File: src/include/sac_pkg.sv
// Constants, register map and types of the serial channel.
// Assumes an APB master with 32-bit data and byte addresses.
package sac_pkg;

    // ----------------------------------------
    // Register byte offsets
    // ----------------------------------------
    localparam logic [7:0] ADDR_CTRL    = 8'h00;
    localparam logic [7:0] ADDR_SYNC    = 8'h04;
    localparam logic [7:0] ADDR_RXSTAT  = 8'h08;
    localparam logic [7:0] ADDR_TXSTAT  = 8'h0C;
    localparam logic [7:0] ADDR_DATA    = 8'h10;
    localparam logic [7:0] ADDR_INTSTAT = 8'h14;
    localparam logic [7:0] ADDR_INTMASK = 8'h18;

    // ----------------------------------------
    // Fields and codes
    // ----------------------------------------
    localparam logic [1:0] STOP_SYNC = 2'h0;
    localparam logic [1:0] STOP_1    = 2'h1;
    localparam logic [1:0] STOP_15   = 2'h2;
    localparam logic [3:0] WLEN_MAX  = 4'h8;
    localparam int INT_RX_FULL  = 0;
    localparam int INT_RX_ERR   = 1;
    localparam int INT_TX_EMPTY = 2;
    localparam int INT_TX_ERR   = 3;
    localparam logic [3:0] INT_RESET  = 4'h0;
    localparam logic [3:0] MASK_RESET = 4'h0;

    // ----------------------------------------
    // Receive and transmit timing, in clock-pin edges
    // ----------------------------------------
    localparam logic [3:0] RX_MID        = 4'h8;
    localparam logic [3:0] RESYNC_MIN    = 4'h4;
    localparam logic [3:0] FS_STABLE     = 4'h3;
    localparam logic [3:0] FS_HOLD       = 4'h8;
    localparam logic [3:0] START_ACCEPT  = FS_STABLE + FS_HOLD;
    localparam logic [3:0] PH16_LAST     = 4'hF;
    localparam logic [4:0] TX_BIT_LAST16 = 5'h0F;
    localparam logic [4:0] TX_STOP15_16  = 5'h17;
    localparam logic [4:0] TX_STOP2_16   = 5'h1F;
    localparam logic [4:0] TX_STOP2_1    = 5'h01;

    typedef struct packed {
        logic       txEn;
        logic       rxEn;
        logic       strip;
        logic       even;
        logic       parEn;
        logic [1:0] stop;
        logic [1:0] wlen;
        logic       div16;
    } sac_cfg_t;

    localparam sac_cfg_t CFG_RESET = '0;

    typedef enum logic [1:0] { RX_IDLE, RX_START, RX_DATA, RX_STOP } sac_rx_state_t;
    typedef enum logic [1:0] { TX_IDLE, TX_START, TX_DATA, TX_STOP } sac_tx_state_t;

endpackage

File: src/hw/sac_serial_channel.sv
// Full-duplex serial channel with APB registers, interrupt and DMA ready lines.
// Assumes rxClk, txClk and serialIn are synchronous to mclk and much slower.
//
// Overview of operation
// - One full-duplex channel, double-buffered, separate clocks, status and data.
// - Normal and error interrupts per direction; ready lines serve DMA when masked.
// - Async or sync format independent of clock mode; div1 samples every rising edge.
// - Divide-by-16 mode samples each bit at its middle.
// - Valid transition resets phase; checking off below four; sample at eight.
// - Async word length five to eight, one, one and half (two in div1), two stops.
// - Parity odd, even or none; short characters zero-filled, parity above.
// - Async receiver waits for a zero bit before shifting data.
// - Div16 start must stay low three edges, then no rise for eight more.
// - Sync receiver hunts for the sync character before taking data.
// - Sync transmitter sends the sync character during underrun.
// - Optionally strip received sync characters from the buffer.
// - Sync character bits above the word length and parity bit are forced to zero.
// - Sync word one bit longer with parity; device computes it at eight.
// - Shift register assembles word, moves to buffer once read, interrupts.
// - Data register read returns buffer, clears full, allows next transfer.
// - Status latched with each buffer transfer, held until data is read.
//
// Decided for this implementation: the register offsets and the APB slave port.
`timescale 1ns/1ps
module sac_serial_channel
    import sac_pkg::*;
(
    input  wire logic        mclk,
    input  wire logic        rstn,
    input  wire logic        psel,
    input  wire logic        penable,
    input  wire logic        pwrite,
    input  wire logic [7:0]  paddr,
    input  wire logic [31:0] pwdata,
    output logic [31:0]      prdata,
    output logic             pready,
    output logic             pslverr,
    input  wire logic        rxClk,
    input  wire logic        txClk,
    input  wire logic        serialIn,
    output logic             serialOut,
    output logic             rxReady,
    output logic             txReady,
    output logic             irq
);
    typedef struct packed {
        sac_cfg_t      cfg;
        logic [7:0]    syncChr;
        logic [3:0]    intMask;
        logic [3:0]    intSt;
        logic [31:0]   rdData;
        logic          rdErr;
        sac_rx_state_t rxSt;
        logic [3:0]    rxPh;
        logic [3:0]    rxCnt;
        logic [8:0]    rxSh;
        logic          lastSi;
        logic          synced;
        logic [7:0]    asmChr;
        logic          asmPe;
        logic          asmFe;
        logic          asmSm;
        logic          asmValid;
        logic          ovPend;
        logic [7:0]    rxBuf;
        logic          bufFull;
        logic          stPe;
        logic          stFe;
        logic          stOv;
        logic          stSm;
        sac_tx_state_t txSt;
        logic [4:0]    txPh;
        logic [3:0]    txCnt;
        logic [8:0]    txSh;
        logic [7:0]    txBuf;
        logic          txFull;
        logic          txUnder;
        logic          txOut;
    } sac_state_t;

    sac_state_t s;
    sac_state_t next_s;

    logic       rxTick;
    logic       txTick;
    logic       rxParCalc;
    logic       txParCalc;
    logic       syncParCalc;
    logic [3:0] wlenN;
    logic [3:0] nBits;
    logic [7:0] lenMask;
    logic       syncMode;
    logic       setupRd;
    logic       accWr;
    logic       accRd;
    logic       rxStb;
    logic       resync;
    logic       deliver;
    logic       huntHit;
    logic       txBitEnd;
    logic [4:0] txLast;
    logic [3:0] txIdx;
    logic [8:0] txFrame;
    logic [8:0] syncFrame;
    logic [3:0] intSet;
    logic [3:0] intClr;

    // ----------------------------------------
    // Clock pins and parity helpers
    // ----------------------------------------
    // separate bit clocks
    sac_edge uRxEdge (
        .mclk  (mclk),
        .rstn  (rstn),
        .level (rxClk),
        .rise  (rxTick)
    );

    sac_edge uTxEdge (
        .mclk  (mclk),
        .rstn  (rstn),
        .level (txClk),
        .rise  (txTick)
    );

    sac_parity #(.W(8)) uRxPar (
        .data (s.rxSh[7:0]),
        .len  (wlenN),
        .even (s.cfg.even),
        .par  (rxParCalc)
    );

    sac_parity #(.W(8)) uTxPar (
        .data (s.txBuf),
        .len  (wlenN),
        .even (s.cfg.even),
        .par  (txParCalc)
    );

    sac_parity #(.W(8)) uSyncPar (
        .data (s.syncChr),
        .len  (wlenN),
        .even (s.cfg.even),
        .par  (syncParCalc)
    );

    // ----------------------------------------
    // Next-state logic
    // ----------------------------------------
    always_comb begin
        next_s   = s;
        intSet   = '0;
        intClr   = '0;
        // length code 0..3 gives eight down to five
        wlenN    = WLEN_MAX - {2'h0, s.cfg.wlen};
        nBits    = wlenN + {3'h0, s.cfg.parEn};
        syncMode = (s.cfg.stop == STOP_SYNC);
        for (int i = 0; i < 8; i++) begin
            lenMask[i] = (4'(i) < nBits);
        end
        setupRd  = psel & ~penable & ~pwrite;
        accWr    = psel & penable & pwrite;
        accRd    = psel & penable & ~pwrite;

        // Register read data is captured in the setup cycle
        if (setupRd) begin
            next_s.rdErr = 1'b0;
            case (paddr)
                ADDR_CTRL:    next_s.rdData = {22'h0, s.cfg};
                ADDR_SYNC:    next_s.rdData = {24'h0, s.syncChr};
                ADDR_RXSTAT:  next_s.rdData = {26'h0, s.synced, s.stSm, s.stOv,
                                               s.stFe, s.stPe, s.bufFull};
                ADDR_TXSTAT:  next_s.rdData = {29'h0, (s.txSt != TX_IDLE),
                                               s.txUnder, ~s.txFull};
                ADDR_DATA:    next_s.rdData = {24'h0, s.rxBuf};
                ADDR_INTSTAT: next_s.rdData = {28'h0, s.intSt};
                ADDR_INTMASK: next_s.rdData = {28'h0, s.intMask};
                default: begin
                    next_s.rdData = '0;
                    next_s.rdErr  = 1'b1;
                end
            endcase
        end
        if (accRd && paddr == ADDR_INTSTAT) begin
            intClr = s.intSt;
        end
        // data read frees the receive buffer
        if (accRd && paddr == ADDR_DATA) begin
            next_s.bufFull = 1'b0;
        end
        if (accWr) begin
            case (paddr)
                ADDR_CTRL:    next_s.cfg = pwdata[$bits(sac_cfg_t)-1:0];
                // unused sync bits cleared at write time
                ADDR_SYNC:    next_s.syncChr = pwdata[7:0] & lenMask;
                ADDR_INTMASK: next_s.intMask = pwdata[3:0];
                ADDR_DATA: begin
                    next_s.txBuf   = pwdata[7:0];
                    next_s.txFull  = 1'b1;
                    next_s.txUnder = 1'b0;
                end
                default: ;
            endcase
        end

        // ------------------------------------
        // Receiver
        // ------------------------------------
        // div1 every rise, div16 at mid-bit
        rxStb   = rxTick & (s.cfg.div16 ? (s.rxPh == RX_MID) : 1'b1);
        resync  = s.cfg.div16 & (s.rxPh >= RESYNC_MIN) & (serialIn != s.lastSi);
        deliver = 1'b0;
        huntHit = 1'b0;
        if (rxTick) begin
            next_s.lastSi = serialIn;
        end
        if (rxTick && s.rxSt != RX_START) begin
            next_s.rxPh = resync ? 4'h0 : s.rxPh + 4'h1;
        end
        if (!s.cfg.rxEn) begin
            next_s.rxSt   = RX_IDLE;
            next_s.synced = 1'b0;
            next_s.rxCnt  = '0;
            next_s.rxSh   = '0;
        end else if (rxTick) begin
            case (s.rxSt)
                RX_IDLE: begin
                    next_s.rxCnt = '0;
                    if (syncMode) begin
                        next_s.rxSt = RX_START;
                    end else if (!serialIn) begin
                        // only a zero bit starts a character
                        next_s.rxSh = '0;
                        next_s.rxSt = s.cfg.div16 ? RX_START : RX_DATA;
                        next_s.rxPh = 4'h1;
                    end
                end
                RX_START: begin
                    if (syncMode) begin
                        // slide a window until it equals the sync word
                        next_s.rxPh = resync ? 4'h0 : s.rxPh + 4'h1;
                        if (rxStb) begin
                            next_s.rxSh = s.rxSh >> 1;
                            next_s.rxSh[nBits - 4'h1] = serialIn;
                            huntHit = (next_s.rxSh[7:0] == s.syncChr) &&
                                      (!s.cfg.parEn || wlenN != WLEN_MAX ||
                                       next_s.rxSh[8] == syncParCalc);
                        end
                        if (huntHit) begin
                            next_s.synced = 1'b1;
                            next_s.rxSh   = '0;
                            next_s.rxSt   = RX_DATA;
                        end
                    end else if (serialIn && s.rxPh < START_ACCEPT) begin
                        // early rise rejects a false start
                        next_s.rxSt = RX_IDLE;
                    end else if (s.rxPh == PH16_LAST) begin
                        next_s.rxPh = 4'h0;
                        next_s.rxSt = RX_DATA;
                    end else begin
                        next_s.rxPh = s.rxPh + 4'h1;
                    end
                end
                RX_DATA: begin
                    if (rxStb) begin
                        // bits land at their index, parity above data
                        next_s.rxSh[s.rxCnt] = serialIn;
                        next_s.rxCnt = s.rxCnt + 4'h1;
                        if (s.rxCnt + 4'h1 == nBits) begin
                            if (syncMode) begin
                                deliver = 1'b1;
                            end else begin
                                next_s.rxSt = RX_STOP;
                            end
                        end
                    end
                end
                RX_STOP: begin
                    if (rxStb) begin
                        deliver     = 1'b1;
                        next_s.rxSt = RX_IDLE;
                    end
                end
                default: next_s.rxSt = RX_IDLE;
            endcase
        end
        // assembled word waits behind a full buffer
        if (deliver) begin
            // matching sync words may be dropped
            if (syncMode && s.cfg.strip && next_s.rxSh[7:0] == s.syncChr) begin
            end else if (s.asmValid) begin
                next_s.ovPend       = 1'b1;
                intSet[INT_RX_ERR] = 1'b1;
            end else begin
                next_s.asmValid = 1'b1;
                next_s.asmChr   = next_s.rxSh[7:0];
                next_s.asmPe    = s.cfg.parEn & (next_s.rxSh[wlenN] != rxParCalc);
                next_s.asmFe    = ~syncMode & ~serialIn;
                next_s.asmSm    = syncMode & (next_s.rxSh[7:0] == s.syncChr);
            end
            next_s.rxSh  = '0;
            next_s.rxCnt = '0;
        end
        if (s.asmValid && !s.bufFull) begin
            next_s.rxBuf    = s.asmChr;
            next_s.stPe     = s.asmPe;
            next_s.stFe     = s.asmFe;
            next_s.stOv     = s.ovPend;
            next_s.stSm     = s.asmSm;
            next_s.bufFull  = 1'b1;
            next_s.asmValid = 1'b0;
            next_s.ovPend   = deliver & s.asmValid;
            intSet[INT_RX_FULL] = 1'b1;
            intSet[INT_RX_ERR]  = intSet[INT_RX_ERR] | s.asmPe | s.asmFe | s.ovPend;
        end

        // ------------------------------------
        // Transmitter
        // ------------------------------------
        // stop length in sixteenths, 1.5 rounds to 2 in div1
        if (s.txSt == TX_STOP) begin
            if (s.cfg.div16) begin
                txLast = (s.cfg.stop == STOP_1)  ? TX_BIT_LAST16 :
                         (s.cfg.stop == STOP_15) ? TX_STOP15_16 : TX_STOP2_16;
            end else begin
                txLast = (s.cfg.stop == STOP_1) ? 5'h00 : TX_STOP2_1;
            end
        end else begin
            txLast = s.cfg.div16 ? TX_BIT_LAST16 : 5'h00;
        end
        txBitEnd = txTick & (s.txPh == txLast);
        txIdx    = s.txCnt + 4'h1;
        txFrame  = {1'b0, s.txBuf & lenMask};
        if (s.cfg.parEn) begin
            txFrame[wlenN] = txParCalc;
        end
        // device adds sync parity only at length eight
        syncFrame = {s.cfg.parEn & (wlenN == WLEN_MAX) & syncParCalc, s.syncChr};
        if (txTick) begin
            next_s.txPh = txBitEnd ? 5'h00 : s.txPh + 5'h01;
        end
        if (!s.cfg.txEn) begin
            next_s.txSt  = TX_IDLE;
            next_s.txOut = 1'b1;
        end else if (txTick) begin
            case (s.txSt)
                TX_IDLE: begin
                    next_s.txPh  = 5'h00;
                    next_s.txCnt = '0;
                    if (syncMode || s.txFull) begin
                        next_s.txSh   = txFrame;
                        next_s.txFull &= ~s.txFull;
                        intSet[INT_TX_EMPTY] = s.txFull;
                        if (syncMode && !s.txFull) begin
                            next_s.txSh    = syncFrame;
                            next_s.txUnder = 1'b1;
                            intSet[INT_TX_ERR] = 1'b1;
                        end
                        next_s.txSt  = syncMode ? TX_DATA : TX_START;
                        next_s.txOut = syncMode ? next_s.txSh[0] : 1'b0;
                    end
                end
                TX_START: begin
                    if (txBitEnd) begin
                        next_s.txSt  = TX_DATA;
                        next_s.txOut = s.txSh[0];
                    end
                end
                TX_DATA: begin
                    if (txBitEnd) begin
                        next_s.txCnt = txIdx;
                        next_s.txOut = s.txSh[txIdx];
                        if (txIdx == nBits) begin
                            next_s.txCnt = '0;
                            if (syncMode) begin
                                next_s.txSh   = s.txFull ? txFrame : syncFrame;
                                next_s.txFull &= ~s.txFull;
                                next_s.txUnder = s.txUnder | ~s.txFull;
                                intSet[INT_TX_EMPTY] = s.txFull;
                                intSet[INT_TX_ERR]   = ~s.txFull;
                                next_s.txOut  = next_s.txSh[0];
                            end else begin
                                next_s.txSt  = TX_STOP;
                                next_s.txOut = 1'b1;
                            end
                        end
                    end
                end
                TX_STOP: begin
                    if (txBitEnd) begin
                        next_s.txSt = TX_IDLE;
                    end
                end
                default: next_s.txSt = TX_IDLE;
            endcase
        end
        // A new event wins over a read that clears it
        next_s.intSt = (s.intSt & ~intClr) | intSet;
    end

    always_ff @(posedge mclk or negedge rstn) begin
        if (!rstn) begin
            s         <= '0;
            s.cfg     <= CFG_RESET;
            s.intSt   <= INT_RESET;
            s.intMask <= MASK_RESET;
            s.rxSt    <= RX_IDLE;
            s.txSt    <= TX_IDLE;
            s.lastSi  <= 1'b1;
            s.txOut   <= 1'b1;
        end else begin
            s <= next_s;
        end
    end

    // ----------------------------------------
    // Outputs
    // ----------------------------------------
    assign prdata    = s.rdData;
    assign pslverr   = s.rdErr & psel & penable & ~pwrite;
    assign pready    = 1'b1;
    assign serialOut = s.txOut;
    assign irq       = |(s.intSt & s.intMask);
    // masked channels hand over to DMA ready lines
    assign rxReady   = s.bufFull & ~s.intMask[INT_RX_FULL];
    assign txReady   = ~s.txFull & s.cfg.txEn & ~s.intMask[INT_TX_EMPTY];
endmodule

File: src/hw/sac_edge.sv
// Rising-edge detector for a clock pin sampled by mclk.
// Assumes the pin is already synchronous to mclk.
`timescale 1ns/1ps
module sac_edge (
    input  wire logic mclk,
    input  wire logic rstn,
    input  wire logic level,
    output logic      rise
);
    typedef struct packed {
        logic last;
    } sac_edge_state_t;

    sac_edge_state_t s;
    sac_edge_state_t next_s;

    always_comb begin
        next_s.last = level;
    end

    always_ff @(posedge mclk or negedge rstn) begin
        if (!rstn) begin
            s <= '0;
        end else begin
            s <= next_s;
        end
    end

    assign rise = level & ~s.last;
endmodule

File: src/hw/sac_parity.sv
// Parity over the low len bits of a character.
// Purely combinational; len is 5 to 8.
`timescale 1ns/1ps
module sac_parity #(
    parameter int W = 8
) (
    input  wire logic [W-1:0] data,
    input  wire logic [3:0]   len,
    input  wire logic         even,
    output logic              par
);
    logic [W-1:0] used;

    always_comb begin
        for (int i = 0; i < W; i++) begin
            used[i] = data[i] & (4'(i) < len);
        end
        // Even parity bit makes the total count of ones even
        par = even ? ^used : ~^used;
    end
endmodule

File: config.mk
export PLATFORM = sky130hd
export DESIGN_NAME = sac_serial_channel
export DESIGN_NICKNAME = d
export VERILOG_FILES = /design/src/include/sac_pkg.sv /design/src/hw/sac_serial_channel.sv /design/src/hw/sac_edge.sv /design/src/hw/sac_parity.sv
export SDC_FILE = /design/constraint.sdc
export NUM_CORES = 1
export LEC_CHECK = 0
export BUFFER_PORTS_ARGS = -buffer_cell sky130_fd_sc_hd__buf_2
export CORE_MARGIN = 8
export CORE_UTILIZATION = 52
export CTS_CLUSTER_DIAMETER = 30
export DETAILED_ROUTE_END_ITERATION = 10
export HOLD_SLACK_MARGIN = 0.03
export PLACE_DENSITY = 0.75
export REMOVE_ABC_BUFFERS = 1
export SETUP_SLACK_MARGIN = 0.02
export SYNTH_ARGS = -nofsm -noshare
export SYNTH_HDL_FRONTEND = slang
export SYNTH_SLANG_ARGS = --single-unit
File: constraint.sdc
create_clock -name mclk -period 4.3 [get_ports mclk]
set_clock_uncertainty 0.15 [all_clocks]
set_input_delay 0.215 -clock mclk [delete_from_list [all_inputs] [get_ports mclk]]
set_output_delay 0.215 -clock mclk [all_outputs]
set_load 0.01 [all_outputs]
==> impl_metrics.ini <==
[synth]
synth-simple-area-share_pct = 18.7
netlist_top_cells_area = dfrtp_1 (35%), mux2_2 (6.1%), nand2_1 (4.6%)
yosys.area_share.adder_pct = 2.81
yosysUniqueCellTypes = 88
synth_mux_area_share_pct = 11.0
synth_top_family_by_area = simple AND/OR/NAND/NOR gates
synth_seq_cells = 117
synth_ff_type = dfrtp_1
synth_compound_area_share_pct = 18.2
syn_inst = 919
synth_edf_count = 0
netlist.area_leader.share_pct = 34.7
syn_area_per_cell_um2 = 9.02
syn-cell-area_mm2 = 0.00829
synth_top_area_cell = dfrtp_1
synth_seq_area_share_pct = 35.4
synthArstFlopShare_pct = 100
yosysWarningCount = 0
synth_xor_area_share_pct = 6.12

[critical_path]
cp-end-kind = flop
cp_data_required_time_ns = 4.46
start_kind = flop
r2r-start = s[128]
worstPathArrival_ns = 4.30
r2r_slack_ns = 0.15
crit_fanout = 5
rr_worst_depth = 14
critPathKind = reg -> reg
r2r-end = s[51]

[timing]
max_slew_margin_pct = 27.1
clock.fmax_mhz = 241
fin_crit_sh_pct = 96.4
fin_crit_ns = 4.15
setup_viol = 0
setup_slack_ns = 0.154
rsz0062_at_grt = no
hold_viol_final = 0
finalMaxSlewViolations = 0
worst_pin_slew_ns = 1.09

[routing]
ant_nets = 0
wl_per_cell_um = 19.4
highest_layer = met4
wl_met3_um = 1600
first_pass_iters = 5
wl_um = 23400
drt-met1-wl_um = 10000
via_count = 7213
routed_via_density = 6.01
wl_met2_um = 11100
dr.first_iter.drc_count = 545
post-route-drc-count = 0

[floorplanning]
rows = 46
die_w_um = 142
die_area_mm2 = 0.0202
start_util_pct = 52.7
io_pins = 86
core_region_area_mm2 = 0.0157
die_y_um = 142

[global_route]
grt_pass1_vias = 6946
grt_pass1_wl_um = 37100
grt_max_degree = 82
grt_antenna_before_repair = 0
track_usage_pct = 23.4
grt.overflow.total = 0

[placed_design]
io_buffer_count = 40
gp_congestion = 1.00
place_ws_ns = 0.0140
hpwl_um = 16800
placed_cell_area_mm2 = 0.00866

[clock_tree]
cts_tree = done
cts.clk_slew.worst_paths_ns = 0.06
cts_root_buf = clkbuf_16
cts_made_buffers = 17
cts.path.max_buffers = 2
cts_sinks = 117
clock_latency_ns = 0.43
htreeDepth = 4

[run]
drv_cap = 0

[final_layout]
mostFrequentLayoutCell = dfrtp_1
nets = 1038
layout_common_cells = dfrtp_1 (115), nand2_1 (101), o21ai_0 (75), nor2_1 (53), buf_4 (50)
syn_to_final_growth_pct = 14.3
n_antenna_cell = 0
final_area_mm2 = 0.00947
drive_gt1_share_pct = 21.1

[hold_path]
min_path_cells = 4
whs_endpoint = s[35]
hold_class = in -> reg
hp-start = pwrite

[power]
irDropWorstVdd_mv = 0.292
powerDensity_mw_per_mm2 = 309
p_leak_nw = 4.18

[status]
outcome = completed
## sequential cells by signal, summed over array words and instances (netlist names)
name and count:
uRxEdge.s 1, prdata 10, serialOut 1, uTxEdge.s 1, s 104
## final cells by class
class,count,area [µm²]
Timing Repair Buffer,103,711
Multi-Input combinational cell,699,4880
Sequential cell,117,2930
Inverter,34,128
Tap cell,216,270
Fill cell,1315,6240
Clock inverter,14,126
Clock buffer,18,429
## Yosys cell counts (all sizes together) (5+ instances only)
| master | number |
|---|---|
| a2111oi | 6 |
| a211oi | 8 |
| a21o | 7 |
| a21oi | 30 |
| a22oi | 8 |
| a31oi | 12 |
| and3 | 11 |
| buf | 51 |
| clkbuf | 40 |
| dfrtp | 115 |
| ha | 17 |
| inv | 34 |
| mux2 | 48 |
| mux2i | 29 |
| nand2 | 101 |
| nand2b | 13 |
| nand3 | 20 |
| nand3b | 5 |
| nand4 | 11 |
| nor2 | 53 |
| nor2b | 22 |
| nor3 | 17 |
| nor3b | 5 |
| nor4 | 5 |
| o211ai | 11 |
| o21ai | 75 |
| o22ai | 8 |
| o31ai | 11 |
| or3 | 7 |
| xnor2 | 31 |
| xor2 | 20 |
## through the flow
stage               util (%)  hold slack, ns  setup TNS [ns]  cells  total power, mW
finish                  60.3          0.0553               0   1201             2.93
global route            60.3          0.0658               0   1201             3.04
CTS                     59.7          0.0428               0   1198             2.93
detailed placement      55.1           0.202               0   1150             1.57
global placement        55.1           0.195               0   1150             1.56
floorplan                  -          -0.231         -0.0313    849             1.44
## per-layer routing
metal  vias to the layer above  track usage (%)
met4                         0             8.54
met3                        48             4.96
met2                       281             37.7
li1                       3370                -
met1                      3514             30.3
met5                         -                0
## worst max path at each step
stage,depth (start not counted),to,from
floorplan,13,s[51],s[128]
global placement,13,s[51],s[128]
detailed placement,13,s[51],s[128]
CTS,14,s[51],s[128]
global route,13,s[51],s[128]
finish,14,s[51],s[128]
## report_power, final
group / leakage, nW / switching [mW] / total (mW) / internal, mW
clock: 0.260 / 0.560 / 1.36 / 0.797
combinational: 2.38 / 0.212 / 0.367 / 0.154
sequential: 1.53 / 0.0614 / 1.20 / 1.14
total: 4.18 / 0.834 / 2.93 / 2.09
## kinds of logic (layout without fill, tap and decap cells)
| family | count (synthesis) | in the layout |
|---|---|---|
| AND/OR/NAND/NOR | 299 | 300 |
| multiplexers | 80 | 80 |
| AO/OA/AOI/OAI | 225 | 225 |
| flip-flops | 117 | 117 |
| XOR/XNOR | 53 | 53 |
| buffers and inverters | 125 | 169 |
| adder cells (fa/ha/maj) | 18 | 18 |
| other | 2 | 23 |
## critical path: stages (launching register included)
cell and delay [ns]:
dfrtp_1 0.38, ha_1 0.19, inv_1 0.06, fa_2 0.47, nor3b_2 0.18, buf_4 0.15
or3_1 0.32, o211a_1 0.19, and4b_1 0.28, a31oi_1 0.25, xnor2_1 0.21, nand2_1 0.11
or4_4 0.57, nand4b_4 0.17, mux2_2 0.35
## what timing repair did
item / 4_1_cts / 5_1_grt
pin swaps: 1 / 5
endpoints found under the hold margin: 111 / 0
hold buffers: 14 / 0
setup endpoints to repair: 2 / 14
cloned: 1 / 0
setup buffers: 1 / 3
resized for setup: 1 / 13
(Power assumes the default switching activity.)
